File: src/logic/csp_defines.vh
// Constants for the codec status, readout and sample port logic.
// Assumes inclusion by bare name from the design files.
`ifndef CSP_DEFINES_VH
`define CSP_DEFINES_VH

// Host bus register addresses
`define CSP_A_FLAGS      8'h80
`define CSP_A_DEC_LEVEL  8'hD4
`define CSP_A_DEC_OFFSET 8'hD5
`define CSP_A_DEC_LINEAR 8'hD6
`define CSP_A_DEC_DELTA  8'hDA
`define CSP_A_ENC_LEVEL  8'hE4
`define CSP_A_ENC_OFFSET 8'hE5
`define CSP_A_ENC_LINEAR 8'hE6
`define CSP_A_TEST_IN    8'hE8
`define CSP_A_ENC_DELTA  8'hEA

// Status bit positions
`define CSP_S_ENC_ZERO 7
`define CSP_S_DEC_ZERO 3
`define CSP_S_ENC_VAD 6
`define CSP_S_ENC_PCM 5
`define CSP_S_ENC_ADM 4
`define CSP_S_DEC_VAD 2
`define CSP_S_DEC_PCM 1
`define CSP_S_DEC_ADM 0

// Data bytes after an address byte
`define CSP_N_NONE 2'h0
`define CSP_N_ONE  2'h1
`define CSP_N_TWO  2'h2

// Coding algorithm select
`define CSP_M_DELTA  2'h0
`define CSP_M_LINEAR 2'h1
`define CSP_M_COMP   2'h2

// Sample widths in bits
`define CSP_W_ONE  5'h01
`define CSP_W_BYTE 5'h08
`define CSP_W_WORD 5'h10

// Companded word fields
`define CSP_C_SIGN 7
`define CSP_C_EXP  6:4
`define CSP_C_MANT 3:0

// Misc constants
`define CSP_LAST_BIT  3'h7
`define CSP_BYTE_END  4'h7
`define CSP_ZERO8     8'h00
`define CSP_ZERO16    16'h0000
`define CSP_NEG_FULL  16'h8000

`endif

File: src/logic/csp_shreg.v
// Sixteen-bit shift register, msb out first, serial in at lsb.
// Assumes load and shift come from logic on the same clock.
`timescale 1ns/1ps
`include "csp_defines.vh"

module csp_shreg (
   // Clock and reset
   input  wire        sys_clk,
   input  wire        rst,
   // Control
   input  wire        load,
   input  wire [15:0] load_val,
   input  wire        shift,
   input  wire        ser_in,
   // State
   output reg  [15:0] q_reg
);

   ////////////////////////////////////////////////////////////////////////
   // Load wins over shift in the same cycle
   always @(posedge sys_clk or posedge rst) begin
      if (rst) begin
         q_reg <= `CSP_ZERO16;
      end else if (load) begin
         q_reg <= load_val;
      end else if (shift) begin
         q_reg <= {q_reg[14:0], ser_in};
      end
   end

endmodule // csp_shreg

File: src/logic/csp_top.v
// Codec host status/readout registers and burst or bit-serial sample port.
// Assumes host bus pins and sample port pins are asynchronous to sys_clk;
// coding engine signals share sys_clk.
// How it works
// - Status read clears pending interrupt
// - Data flags clear on servicing register access
// - Voice flags track; any change interrupts
// - Status bits seven and three read zero
// - Encoder bits: PCM, delta available/needed
// - Decoder bits: PCM, delta needed/available
// - Voice levels read non-positive sixteen bits
// - Offset readout user value; encoder may read running estimate
// - Decoder linear update may interrupt
// - Decoder delta byte every eight bits
// - Encoder linear update may interrupt
// - Encoder delta byte every eight bits
// - Address byte sets following byte count
// - Host clocks bus, msb first
// - Sample width follows coding algorithm
// - Word held; strobe and one clock
// - Data on rise after strobe, msb first
// - Continuous streaming, strobe per frame
// - Transmit floats or drives between frames
// - Non-burst moves one bit per clock
// - Companded: sign, exponent, mantissa
// - Test input replaces encoder delta bits
`timescale 1ns/1ps
`include "csp_defines.vh"

module csp_top (
   // Clock and reset
   input  wire        sys_clk,
   input  wire        rst,
   // Host control bus
   input  wire        hb_clk,
   input  wire        hb_sel_n,
   input  wire        hb_cmd,
   output reg         hb_reply_reg,
   output reg         hb_reply_oe_reg,
   output reg         irq_reg,
   // Sample data port
   input  wire        dp_clk,
   input  wire        frame_sync_strobe,
   input  wire        dp_rx,
   output reg         dp_tx_reg,
   output reg         dp_tx_oe_reg,
   output reg  [15:0] rx_word_reg,
   output reg         rx_word_upd_reg,
   // Configuration
   input  wire        burst_mode,
   input  wire [1:0]  codec_mode,
   input  wire        tx_float,
   input  wire        delta_out_sel,
   input  wire        ice_enable,
   input  wire        ie_enc_linear,
   input  wire        ie_enc_delta,
   input  wire        ie_dec_linear,
   input  wire        ie_dec_delta,
   // Coding engine
   input  wire        enc_vad,
   input  wire        dec_vad,
   input  wire [15:0] enc_envelope,
   input  wire [15:0] dec_envelope,
   input  wire [15:0] enc_offset_user,
   input  wire [15:0] enc_offset_est,
   input  wire [15:0] dec_offset_user,
   input  wire [15:0] enc_linear,
   input  wire        enc_linear_upd,
   input  wire [15:0] dec_linear,
   input  wire        dec_linear_upd,
   input  wire        enc_sign,
   input  wire [2:0]  enc_exp,
   input  wire [3:0]  enc_mant,
   input  wire        enc_delta_bit,
   input  wire        enc_delta_upd,
   input  wire        dec_delta_bit,
   input  wire        dec_delta_upd
);

   localparam [1:0] ST_ADDR  = 2'h0;
   localparam [1:0] ST_WDATA = 2'h1;
   localparam [1:0] ST_RDATA = 2'h2;

   ////////////////////////////////////////////////////////////////////////
   // Functions

   // Read flag and byte count for an address byte
   function [2:0] csp_len;
      input [7:0] a;
      begin
         case (a)
            `CSP_A_FLAGS, `CSP_A_DEC_DELTA, `CSP_A_ENC_DELTA:
               csp_len = {1'b1, `CSP_N_ONE};
            `CSP_A_DEC_LEVEL, `CSP_A_DEC_OFFSET, `CSP_A_DEC_LINEAR,
            `CSP_A_ENC_LEVEL, `CSP_A_ENC_OFFSET, `CSP_A_ENC_LINEAR:
               csp_len = {1'b1, `CSP_N_TWO};
            `CSP_A_TEST_IN:
               csp_len = {1'b0, `CSP_N_ONE};
            default:
               csp_len = {1'b0, `CSP_N_NONE};
         endcase
      end
   endfunction

   // Envelope magnitude to non-positive level, saturated
   function [15:0] csp_neg;
      input [15:0] mag;
      begin
         if (mag > `CSP_NEG_FULL)
            csp_neg = `CSP_NEG_FULL;
         else
            csp_neg = `CSP_ZERO16 - mag;
      end
   endfunction

   ////////////////////////////////////////////////////////////////////////
   // Input synchronisers
   reg hc_s1, hc_s2, hc_s3, sel_s1, sel_s2, cmd_s1, cmd_s2;
   reg dc_s1, dc_s2, dc_s3, st_s1, st_s2, st_prev, rx_s1, rx_s2;

   always @(posedge sys_clk or posedge rst) begin
      if (rst) begin
         {hc_s1, hc_s2, hc_s3} <= 3'h0;
         {sel_s1, sel_s2} <= 2'h3;
         {cmd_s1, cmd_s2} <= 2'h0;
         {dc_s1, dc_s2, dc_s3} <= 3'h0;
         {st_s1, st_s2} <= 2'h0;
         {rx_s1, rx_s2} <= 2'h0;
      end else begin
         {hc_s1, hc_s2, hc_s3} <= {hb_clk, hc_s1, hc_s2};
         {sel_s1, sel_s2} <= {hb_sel_n, sel_s1};
         {cmd_s1, cmd_s2} <= {hb_cmd, cmd_s1};
         {dc_s1, dc_s2, dc_s3} <= {dp_clk, dc_s1, dc_s2};
         {st_s1, st_s2} <= {frame_sync_strobe, st_s1};
         {rx_s1, rx_s2} <= {dp_rx, rx_s1};
      end
   end

   // Edges of the synchronised clocks
   wire hb_rise = hc_s2 & ~hc_s3 & ~sel_s2;
   wire hb_fall = ~hc_s2 & hc_s3 & ~sel_s2;
   wire dp_rise = dc_s2 & ~dc_s3;
   wire dp_fall = ~dc_s2 & dc_s3;

   ////////////////////////////////////////////////////////////////////////
   // Readout registers and voice flags
   reg [15:0] enc_level_reg, dec_level_reg, enc_off_reg, dec_off_reg;
   reg [15:0] enc_lin_reg, dec_lin_reg;
   reg        enc_vad_reg, dec_vad_reg;

   always @(posedge sys_clk or posedge rst) begin
      if (rst) begin
         enc_level_reg <= `CSP_ZERO16;
         dec_level_reg <= `CSP_ZERO16;
         enc_off_reg   <= `CSP_ZERO16;
         dec_off_reg   <= `CSP_ZERO16;
         enc_lin_reg   <= `CSP_ZERO16;
         dec_lin_reg   <= `CSP_ZERO16;
         enc_vad_reg   <= 1'b0;
         dec_vad_reg   <= 1'b0;
      end else begin
         enc_level_reg <= csp_neg(enc_envelope);
         dec_level_reg <= csp_neg(dec_envelope);
         enc_off_reg   <= ice_enable ? enc_offset_est
                                     : enc_offset_user;
         dec_off_reg   <= dec_offset_user;
         if (enc_linear_upd)
            enc_lin_reg <= enc_linear;
         if (dec_linear_upd)
            dec_lin_reg <= dec_linear;
         enc_vad_reg   <= enc_vad;
         dec_vad_reg   <= dec_vad;
      end
   end

   ////////////////////////////////////////////////////////////////////////
   // Delta bit assembly, encoder side may take the test input
   reg [7:0] test_in_reg, enc_acc, dec_acc, enc_delta_reg, dec_delta_reg;
   reg [2:0] enc_idx, dec_idx;
   reg       enc_bit_reg;
   wire      enc_bit = delta_out_sel ? test_in_reg[`CSP_LAST_BIT - enc_idx]
                                     : enc_delta_bit;
   wire      enc_ref = enc_delta_upd & (enc_idx == `CSP_LAST_BIT);
   wire      dec_ref = dec_delta_upd & (dec_idx == `CSP_LAST_BIT);

   always @(posedge sys_clk or posedge rst) begin
      if (rst) begin
         enc_acc <= `CSP_ZERO8;
         dec_acc <= `CSP_ZERO8;
         enc_delta_reg <= `CSP_ZERO8;
         dec_delta_reg <= `CSP_ZERO8;
         enc_idx <= 3'h0;
         dec_idx <= 3'h0;
         enc_bit_reg <= 1'b0;
      end else begin
         if (enc_delta_upd) begin
            enc_acc <= {enc_acc[6:0], enc_bit};
            enc_idx <= enc_idx + 3'h1;
            enc_bit_reg <= enc_bit;
         end
         if (enc_ref)
            enc_delta_reg <= {enc_acc[6:0], enc_bit};
         if (dec_delta_upd) begin
            dec_acc <= {dec_acc[6:0], dec_delta_bit};
            dec_idx <= dec_idx + 3'h1;
         end
         if (dec_ref)
            dec_delta_reg <= {dec_acc[6:0], dec_delta_bit};
      end
   end

   ////////////////////////////////////////////////////////////////////////
   // Host bus byte engine
   reg  [1:0] hb_state;
   reg  [3:0] hb_bits;
   reg  [1:0] hb_left;
   reg  [7:0] hb_sh, hb_addr;
   reg  [7:0] evt_reg;
   wire [7:0] hb_in   = {hb_sh[6:0], cmd_s2};
   wire       hb_byte = hb_rise & (hb_bits == `CSP_BYTE_END);
   wire [2:0] hb_len  = csp_len(hb_in);
   wire       rd_go   = hb_byte & (hb_state == ST_ADDR) & hb_len[2];
   wire       wr_e8   = hb_byte & (hb_state == ST_WDATA) &
                        (hb_addr == `CSP_A_TEST_IN);
   wire [15:0] rq;
   reg  [15:0] rd_val;

   // Reply value, left aligned
   always @* begin
      case (hb_in)
         `CSP_A_FLAGS:      rd_val = {evt_reg, `CSP_ZERO8};
         `CSP_A_DEC_LEVEL:  rd_val = dec_level_reg;
         `CSP_A_DEC_OFFSET: rd_val = dec_off_reg;
         `CSP_A_DEC_LINEAR: rd_val = dec_lin_reg;
         `CSP_A_DEC_DELTA:  rd_val = {dec_delta_reg, `CSP_ZERO8};
         `CSP_A_ENC_LEVEL:  rd_val = enc_level_reg;
         `CSP_A_ENC_OFFSET: rd_val = enc_off_reg;
         `CSP_A_ENC_LINEAR: rd_val = enc_lin_reg;
         `CSP_A_ENC_DELTA:  rd_val = {enc_delta_reg, `CSP_ZERO8};
         default:           rd_val = `CSP_ZERO16;
      endcase
   end

   // Byte framing after each address byte
   always @(posedge sys_clk or posedge rst) begin
      if (rst) begin
         hb_state <= ST_ADDR;
         hb_bits <= 4'h0;
         hb_left <= `CSP_N_NONE;
         hb_sh <= `CSP_ZERO8;
         hb_addr <= `CSP_ZERO8;
         test_in_reg <= `CSP_ZERO8;
      end else if (sel_s2) begin
         hb_state <= ST_ADDR;
         hb_bits <= 4'h0;
      end else if (hb_rise) begin
         hb_sh <= hb_in;
         hb_bits <= hb_byte ? 4'h0 : hb_bits + 4'h1;
         if (hb_byte) begin
            case (hb_state)
               ST_ADDR: begin
                  hb_addr <= hb_in;
                  hb_left <= hb_len[1:0];
                  if (hb_len[2])
                     hb_state <= ST_RDATA;
                  else if (hb_len[1:0] != `CSP_N_NONE)
                     hb_state <= ST_WDATA;
               end
               ST_WDATA: begin
                  if (wr_e8)
                     test_in_reg <= hb_in;
                  hb_left <= hb_left - 2'h1;
                  if (hb_left == `CSP_N_ONE)
                     hb_state <= ST_ADDR;
               end
               ST_RDATA: begin
                  hb_left <= hb_left - 2'h1;
                  if (hb_left == `CSP_N_ONE)
                     hb_state <= ST_ADDR;
               end
               default: hb_state <= ST_ADDR;
            endcase
         end
      end
   end

   // Reply shifter, bits change on the falling host clock
   csp_shreg u_reply (
      .sys_clk  (sys_clk),
      .rst      (rst),
      .load     (rd_go),
      .load_val (rd_val),
      .shift    (hb_fall & (hb_state == ST_RDATA)),
      .ser_in   (1'b0),
      .q_reg    (rq)
   );

   always @(posedge sys_clk or posedge rst) begin
      if (rst) begin
         hb_reply_reg <= 1'b0;
         hb_reply_oe_reg <= 1'b0;
      end else begin
         if (hb_fall & (hb_state == ST_RDATA))
            hb_reply_reg <= rq[15];
         hb_reply_oe_reg <= ~sel_s2 & (hb_state == ST_RDATA);
      end
   end

   ////////////////////////////////////////////////////////////////////////
   // Event flags and interrupt; a set beats a clear in the same cycle
   wire clr_stat = rd_go & (hb_in == `CSP_A_FLAGS);
   wire clr_epcm = rd_go & (hb_in == `CSP_A_ENC_LINEAR);
   wire clr_eadm = (rd_go & (hb_in == `CSP_A_ENC_DELTA)) | wr_e8;
   wire clr_dpcm = rd_go & (hb_in == `CSP_A_DEC_LINEAR);
   wire clr_dadm = rd_go & (hb_in == `CSP_A_DEC_DELTA);
   wire vad_chg  = (enc_vad ^ enc_vad_reg) | (dec_vad ^ dec_vad_reg);
   wire irq_set  = vad_chg |
                   (enc_linear_upd & ie_enc_linear) |
                   (enc_ref & ie_enc_delta) |
                   (dec_linear_upd & ie_dec_linear) |
                   (dec_ref & ie_dec_delta);

   always @(posedge sys_clk or posedge rst) begin
      if (rst) begin
         evt_reg <= `CSP_ZERO8;
         irq_reg <= 1'b0;
      end else begin
         evt_reg[`CSP_S_ENC_ZERO] <= 1'b0;
         evt_reg[`CSP_S_DEC_ZERO] <= 1'b0;
         evt_reg[`CSP_S_ENC_VAD] <= enc_vad;
         evt_reg[`CSP_S_DEC_VAD] <= dec_vad;
         evt_reg[`CSP_S_ENC_PCM] <= enc_linear_upd |
            (evt_reg[`CSP_S_ENC_PCM] & ~clr_epcm);
         evt_reg[`CSP_S_ENC_ADM] <= enc_ref |
            (evt_reg[`CSP_S_ENC_ADM] & ~clr_eadm);
         evt_reg[`CSP_S_DEC_PCM] <= dec_linear_upd |
            (evt_reg[`CSP_S_DEC_PCM] & ~clr_dpcm);
         evt_reg[`CSP_S_DEC_ADM] <= dec_ref |
            (evt_reg[`CSP_S_DEC_ADM] & ~clr_dadm);
         irq_reg <= irq_set | (irq_reg & ~clr_stat);
      end
   end

   ////////////////////////////////////////////////////////////////////////
   // Sample port word selection
   reg  [4:0]  wlen;
   reg  [15:0] tx_word;
   reg  [4:0]  tx_left, rx_got;
   reg         rx_take;
   wire [15:0] tq, rxq;
   wire        new_sync = dp_rise & st_s2 & ~st_prev;
   wire        nb_load  = dp_rise & ~burst_mode & (tx_left <= `CSP_W_ONE);
   wire        tx_load  = burst_mode ? new_sync : nb_load;
   wire        tx_shift = dp_rise & (tx_left != 5'h00);
   wire [15:0] rx_next  = {rxq[14:0], rx_s2};

   // Width and content per coding algorithm
   always @* begin
      case (codec_mode)
         `CSP_M_LINEAR: begin
            wlen = `CSP_W_WORD;
            tx_word = enc_lin_reg;
         end
         `CSP_M_COMP: begin
            wlen = `CSP_W_BYTE;
            tx_word = `CSP_ZERO16;
            tx_word[8 + `CSP_C_SIGN] = enc_sign;
            tx_word[15:8] = {enc_sign, enc_exp, enc_mant};
         end
         default: begin
            wlen = burst_mode ? `CSP_W_BYTE : `CSP_W_ONE;
            tx_word = burst_mode ? {enc_delta_reg, `CSP_ZERO8}
                                 : {enc_bit_reg, 15'h0000};
         end
      endcase
   end

   // Transmit word held until shifted out
   csp_shreg u_tx (
      .sys_clk  (sys_clk),
      .rst      (rst),
      .load     (tx_load),
      .load_val (tx_word),
      .shift    (tx_shift),
      .ser_in   (1'b0),
      .q_reg    (tq)
   );

   // Receive word gathered msb first
   csp_shreg u_rx (
      .sys_clk  (sys_clk),
      .rst      (rst),
      .load     (1'b0),
      .load_val (`CSP_ZERO16),
      .shift    (dp_fall & rx_take),
      .ser_in   (rx_s2),
      .q_reg    (rxq)
   );

   ////////////////////////////////////////////////////////////////////////
   // Sample port bit timing
   always @(posedge sys_clk or posedge rst) begin
      if (rst) begin
         st_prev <= 1'b0;
         tx_left <= 5'h00;
         rx_take <= 1'b0;
         rx_got <= 5'h00;
         dp_tx_reg <= 1'b0;
         dp_tx_oe_reg <= 1'b0;
         rx_word_reg <= `CSP_ZERO16;
         rx_word_upd_reg <= 1'b0;
      end else begin
         rx_word_upd_reg <= 1'b0;
         if (dp_rise) begin
            st_prev <= st_s2;
            rx_take <= (tx_left != 5'h00) | ~burst_mode;
         end
         // Last bit of a word and the next strobe may share an edge
         if (tx_shift)
            dp_tx_reg <= tq[15];
         if (tx_load)
            tx_left <= wlen;
         else if (tx_shift)
            tx_left <= tx_left - 5'h01;
         if (tx_load | (tx_left != 5'h00) | tx_shift)
            dp_tx_oe_reg <= 1'b1;
         else
            dp_tx_oe_reg <= ~tx_float;
         if (new_sync & burst_mode)
            rx_got <= 5'h00;
         else if (dp_fall & rx_take) begin
            rx_take <= 1'b0;
            if (rx_got == wlen - 5'h01) begin
               rx_got <= 5'h00;
               rx_word_upd_reg <= 1'b1;
               rx_word_reg <= (wlen == `CSP_W_WORD) ? rx_next
                  : (wlen == `CSP_W_BYTE) ? {`CSP_ZERO8, rx_next[7:0]}
                  : {15'h0000, rx_s2};
            end else begin
               rx_got <= rx_got + 5'h01;
            end
         end
      end
   end

endmodule // csp_top

File: config.mk
export PLATFORM = sky130hd
export DESIGN_NAME = csp_top
export DESIGN_NICKNAME = d
export VERILOG_FILES = /design/src/logic/csp_shreg.v /design/src/logic/csp_top.v
export VERILOG_INCLUDE_DIRS = /design/src /design/src/logic
export SDC_FILE = /design/constraint.sdc
export NUM_CORES = 1
export LEC_CHECK = 0
export BUFFER_PORTS_ARGS = -buffer_cell sky130_fd_sc_hd__buf_2
export CORE_AREA = 2 2 158 199
export DETAILED_ROUTE_END_ITERATION = 6
export DIE_AREA = 0 0 160 201
export PLACE_DENSITY = 0.73
export SETUP_SLACK_MARGIN = 0.1
export SLEW_MARGIN = 5
export SYNTH_ARGS = -nofsm -noshare
export SYNTH_HDL_FRONTEND = slang
export SYNTH_SLANG_ARGS = --single-unit
File: constraint.sdc
create_clock -name sys_clk -period 9.05 [get_ports sys_clk]
set_input_delay 1.81 -clock sys_clk [delete_from_list [all_inputs] [get_ports sys_clk]]
set_output_delay 1.81 -clock sys_clk [all_outputs]
set_load 0.005 [all_outputs]
==> results of run 1 <==
[logic make-up (layout without fill, tap and decap cells)]
| logic type | count (synthesis) | after routing | synth area share (%) |
|---|---|---|---|
| simple gates | 239 | 239 | 10.6 |
| compound gates | 185 | 185 | 11.3 |
| buf+inv | 89 | 252 | 3.18 |
| xor+xnor | 37 | 37 | 2.71 |
| mux | 159 | 159 | 14.8 |
| flops | 264 | 264 | 55.3 |
| fa+ha+maj | 20 | 20 | 2.09 |
[synth_stat cells, drive strengths merged (3+ instances only)]
cell type	n	share of area [%]
dfrtp	262	55
mux2	125	12
nand2	62	1.9
nor2	53	1.7
a21oi	35	1.5
inv	35	1.1
mux2i	32	2.7
clkbuf	31	0.97
o21ai	29	1.2
nand3	27	1.2
xor2	24	1.8
buf	23	1.1
ha	20	2.1
a22oi	18	1.1
nor3	17	0.80
a22o	15	1.1
o22ai	13	0.68
xnor2	13	0.95
a31oi	12	0.63
nor2b	12	0.63
nor4	11	0.68
nand2b	10	0.52
a32o	9	0.75
a211oi	8	0.50
nand3b	8	0.50
a2111oi	7	0.83
a222oi	7	0.59
and3	7	0.37
and2	6	0.31
a221oi	4	0.29
nor3b	4	0.35
a21o	3	0.19
and3b	3	0.22
and4b	3	0.25
nand4b	3	0.22
o21bai	3	0.28
o221a	3	0.28
o311ai	3	0.22
or4	3	0.19
[routing by layer]
metal	GRT usage [%]	wire length [µm]	share of wire (%)	up-vias
met2	29.9	13900	48	276
met4	8.75	1380	4.8	0
met5	0	0	0	-
met3	2.50	1450	5.0	60
met1	23.4	12200	42	4154
li1	-	-	-	3893
[path summary, 6_finish.rpt]
| check | from | end | slack (ns) | depth (start not counted) |
|---|---|---|---|---|
| setup / recovery | codec_mode[0] | rx_word_reg[0] | 4.79 | 12 |
| hold / removal | hc_s1 | hc_s2 | 0.34 | 0 |
| setup reg to reg | cmd_s2 | u_reply.q_reg[14] | 6.43 | 5 |
| hold reg to reg | hc_s1 | hc_s2 | 0.34 | 0 |
| max in group asynchronous | rst | enc_level_reg[0] | 5.92 | 4 |
| min in group asynchronous | rst | enc_off_reg[9] | 1.53 | 3 |
[cell type report]
cell class | count | area share, %
Clock inverter | 10 | 0.992
Sequential cell | 264 | 47.2
Timing Repair Buffer | 172 | 6.32
Multi-Input combinational cell | 640 | 35.5
Clock buffer | 35 | 5.40
Tap cell | 407 | 3.64
Inverter | 35 | 0.965
[power by group]
part	leakage (µW)	internal (µW)	total [µW]	switching, µW
registers	0.00323	1400	1590	196
clock network	0.000445	672	1130	461
logic	0.00258	294	571	277
total	0.00626	2370	3300	934
[metrics by stage]
| stage | hold slack [ns] | total power [µW] | cells | utilization (%) |
|---|---|---|---|---|
| 4_1_cts | 0.347 | 3330 | 1563 | 46.0 |
| 3_3_place_gp | 0.333 | 2160 | 1518 | 43.1 |
| 3_5_place_dp | 0.335 | 2180 | 1518 | 43.1 |
| 5_1_grt | 0.356 | 3460 | 1563 | 46.0 |
| 2_1_floorplan | 0.331 | 1960 | 993 | - |
| 6_report | 0.344 | 3300 | 1563 | 46.0 |
[critical path: stages]
cell and delay (ns):
buf_2 0.11, inv_1 0.04, ha_1 0.42, nor2b_1 0.49
a21oi_1 0.19, ha_1 0.26, ha_1 0.30, xnor2_1 0.14
nand2_1 0.10, nor3_2 0.15, buf_4 0.31, mux2_2 0.37
==> impl_metrics.py, run 1 <==
metrics = {
    "place": {
        "dp_hpwl_mm": 20.8,
        "dpl_worst_slack_ns": 4.26,
        "io_buffers": 167,
        "place_area_um2": 13100,
        "globalplace.congestion": 0.891,
    },
    "clock_network": {
        "cts_buffer_depth": 3,
        "cts_setup_buffers": 0,
        "holdBufCountCts": 0,
        "cts_buffers": 27,
        "clk_latency_ns": 0.54,
        "clock_sinks": 264,
        "cts-root-buf": "clkbuf_16",
        "cts_tree": "done",
        "htree_levels": 1,
        "cts_resized": 0,
        "clkTransAtPathRegs_ns": 0.06,
    },
    "die": {
        "die_width_um": 160,
        "start_util_pct": 39.3,
        "die_area_um2": 32200,
        "boundaryPins": 168,
        "rows": 72,
        "die_h_um": 201,
        "fp.coreArea_um2": 30400,
    },
    "layout": {
        "num_antenna_cells": 0,
        "nets": 1306,
        "ff_latch_area_um2": 6610,
        "final_common_cell": "dfrtp_1",
        "fillers": 2848,
        "drive_gt1_share_pct": 31.5,
        "layout_common_cells": "dfrtp_1 (262), buf_2 (167), mux2_2 (125)",
        "multi_input_area_um2": 4970,
        "synthToLayoutAreaGrowth_pct": 17.1,
        "design_area_um2": 14000,
    },
    "synthesis": {
        "yosysWarnings": 0,
        "syn-num-nets": 1159,
        "syn_avg_cell_area_um2": 12.0,
        "yosysUniqueCellTypes": 74,
        "ys_seq_area_share_pct": 55.3,
        "synthCells": 993,
        "ys.flop_type": "dfrtp_1",
        "async_reset_ff_share_pct": 100,
        "synth_enable_flop_cells": 0,
        "yosys_register_bits": 264,
        "synth.cell_area_um2": 12000,
    },
    "detailed_routing": {
        "viasPerCell": 5.36,
        "wl_per_cell_um": 18.5,
        "route.detailed.drc": 0,
        "vias": 8383,
        "drt_iter0_markers": 609,
        "antenna_left": 0,
        "first_pass_iters": 5,
        "totalWireLength_mm": 28.9,
    },
    "global_routing": {
        "track_usage_pct": 18.1,
        "grt_pass1_wl_mm": 46.1,
        "grt_max_degree": 202,
        "grt_pass1_vias": 8414,
        "overflow": 0,
        "grt_antenna_before_repair": 0,
    },
    "critical_path": {
        "end_kind": "flop",
        "crit_type": "in2reg",
        "cp-start-kind": "primary input",
        "cp_data_required_time_ns": 9.48,
        "path_max_fanout": 32,
        "cp_data_arrival_time_ns": 4.68,
    },
    "timing": {
        "fin_crit_ns": 4.26,
        "maxSlewHeadroom_pct": 15.9,
        "fin_worst_skew_ns": 0.0109,
        "drv_slew": 0,
        "fin_setup_tns_ns": 0,
        "fin_ws_ns": 4.79,
        "setup_violations": 0,
        "rsz0062_at_grt": "false",
        "timing_hold_violations_final": 0,
        "max_slew.worst_pin.slew_ns": 1.26,
        "finalCritPeriodShare_pct": 47.1,
        "fmax_mhz": 235,
    },
    "flow_run": {
        "drv_cap": 0,
    },
    "power": {
        "power.density_nw_per_um2": 236,
        "vdd_drop_max_mv": 0.139,
        "p_leak_uw": 0.00626,
    },
    "hold_path": {
        "hold_class": "reg2reg",
    },
    "outcome": {
        "status": "finished clean",
    },
}
(Power assumes the default switching activity.)
==> run 2: changes to the inputs <==
PLACE_DENSITY = 0.71   (was 0.73)
clock period = 4 ns   (was 9.05 ns; I/O delays follow)
==> run 2 against run 1 <==
Effect of this change:
- critical endpoint is now rx_word_reg[9]
- non-clock buffer count increased by 9
- power grew 140%
- largest cell class unchanged
- hold slack worse by 0.18 ns
- sequential power increased by 130%
- critical path depth increased by 2
- sequential share of layout area decreased by 0.84 points
- cell area up 1.8%
- clock skew fell by 0.0019 ns
==> impl_metrics.py, run 2 (same netlist as run 1, synthesis figures left out) <==
metrics = {
    "power": {
        "power_uw": 7900,
        "p_leak_uw": 0.00638,
        "vdd_drop_max_mv": 0.336,
        "power.density_nw_per_um2": 554,
    },
    "layout": {
        "final_common_cell": "dfrtp_1",
        "drive_gt1_share_pct": 32.5,
        "num_antenna_cells": 0,
        "layout_common_cells": "dfrtp_1 (262), buf_2 (167), mux2_2 (125)",
        "fin_cells": 1579,
        "nets": 1316,
        "synthToLayoutAreaGrowth_pct": 19.2,
        "fillers": 2809,
    },
    "global_routing": {
        "overflow": 0,
        "grt_pass1_vias": 8401,
        "track_usage_pct": 18.0,
        "grt_max_degree": 84,
        "grt_pass1_wl_mm": 46.0,
        "grt_antenna_before_repair": 1,
    },
    "detailed_routing": {
        "drt_iter0_markers": 608,
        "wl_per_cell_um": 18.3,
        "vias": 8349,
        "first_pass_iters": 6,
        "viasPerCell": 5.29,
        "antenna_left": 0,
        "totalWireLength_mm": 28.9,
        "route.detailed.drc": 0,
    },
    "critical_path": {
        "crit_family": "adder cells",
        "cp_slowest_cell": "nor2b_1",
        "path_max_fanout": 22,
        "cp-start-kind": "primary input",
        "cpPeakStageDelay_ns": 0.49,
        "crit_type": "in2reg",
        "end_kind": "flop",
        "crit_chain": "buf_2, inv_1, ha_1, nor2b_1, a21oi_1, ha_1, ha_1, xnor2_1, nand2_1, nor3_2, buf_4, buf_4, nand3_1, o21ai_0",
        "cp_data_arrival_time_ns": 3.57,
        "critical_path.most_common_cell": "ha_1",
        "crit_buf_inv": 4,
        "cp_data_required_time_ns": 4.46,
    },
    "die": {
        "fp.coreArea_um2": 30400,
        "boundaryPins": 168,
        "die_width_um": 160,
        "die_h_um": 201,
        "die_area_um2": 32200,
        "rows": 72,
        "start_util_pct": 39.3,
    },
    "timing": {
        "fin_worst_skew_ns": 0.00894,
        "fmax_mhz": 321,
        "fin_setup_tns_ns": 0,
        "drv_slew": 0,
        "max_slew.worst_pin.slew_ns": 1.16,
        "fin_crit_ns": 3.12,
        "setup_violations": 0,
        "finalCritPeriodShare_pct": 78.0,
        "rsz0062_at_grt": "false",
        "timing_hold_violations_final": 0,
        "maxSlewHeadroom_pct": 22.3,
    },
    "place": {
        "place_inst": 1527,
        "dp_hpwl_mm": 21.0,
        "globalplace.congestion": 0.887,
        "io_buffers": 167,
    },
    "outcome": {
        "status": "finished clean",
    },
    "clock_network": {
        "holdBufCountCts": 0,
        "clkTransAtPathRegs_ns": 0.07,
        "clock_sinks": 264,
        "htree_levels": 1,
        "cts_buffers": 28,
        "cts_buffer_depth": 3,
        "cts_resized": 0,
        "cts-root-buf": "clkbuf_16",
        "clk_latency_ns": 0.54,
        "cts_setup_buffers": 0,
        "cts_tree": "done",
    },
    "flow_run": {
        "drv_cap": 0,
    },
    "hold_path": {
        "hold_class": "in2async",
    },
}
==> run 2: changes by cell type in the layout (fill, tap and decap cells not counted), sizes merged <==
| cell | change |
|---|---|
| buf | +9 |
| bufinv | +4 |
| clkinvlp | +2 |
| clkbuf | +1 |
| clkinv | -1 |
| inv | +1 |
==> run 2: worst paths after layout <==
path	from	endpoint	slack, ns	cells past startpoint
max in group asynchronous	rst	dec_lin_reg[7]	2.55	3
setup / recovery	codec_mode[0]	rx_word_reg[9]	0.88	14
setup reg to reg	hb_sh[0]	u_reply.q_reg[15]	1.32	5
hold reg to reg	cmd_s1	cmd_s2	0.34	0
hold / removal	rst	enc_idx[0]	0.17	2
min in group sys_clk	cmd_s1	cmd_s2	0.34	0
==> run 2: area by class of cell <==
type	instances	area, µm²	share of cell area (%)
repair buffers	181	941	6.60
inverters	35	135	0.948
flip-flops and latches	264	6610	46.3
well taps	407	509	3.57
clock inverters	16	292	2.04
clock buffers	36	802	5.62
multi-input cells	640	4970	34.9
==> run 2: metrics by stage <==
| stage | hold WS, ns | worst slack (ns) | instance area (µm²) | util (%) |
|---|---|---|---|---|
| after global routing | 0.169 | 0.639 | 14300 | 46.8 |
| after CTS | 0.154 | 0.896 | 14300 | 46.8 |
| after floorplan | 0.331 | -0.282 | 12000 | - |
| final | 0.168 | 0.881 | 14300 | 46.8 |
| after detailed placement | 0.335 | 0.306 | 13200 | 43.2 |
| after global placement | 0.332 | 0.446 | 13200 | 43.2 |
==> run 2: routing by layer <==
metal	vias up	wire length, µm	track usage [%]
met5	-	13	0
met4	2	1130	7.69
met3	52	1620	2.52
met2	275	14000	30.3
met1	4116	12100	23.4
li1	3904	-	-
==> run 2: where the power goes <==
group | total (µW) | switching (µW) | internal, µW | leakage [µW]
clock | 3000 | 1120 | 1880 | 0.000530
combinational | 1280 | 613 | 669 | 0.00262
sequential | 3620 | 454 | 3160 | 0.00323
total | 7900 | 2190 | 5720 | 0.00638
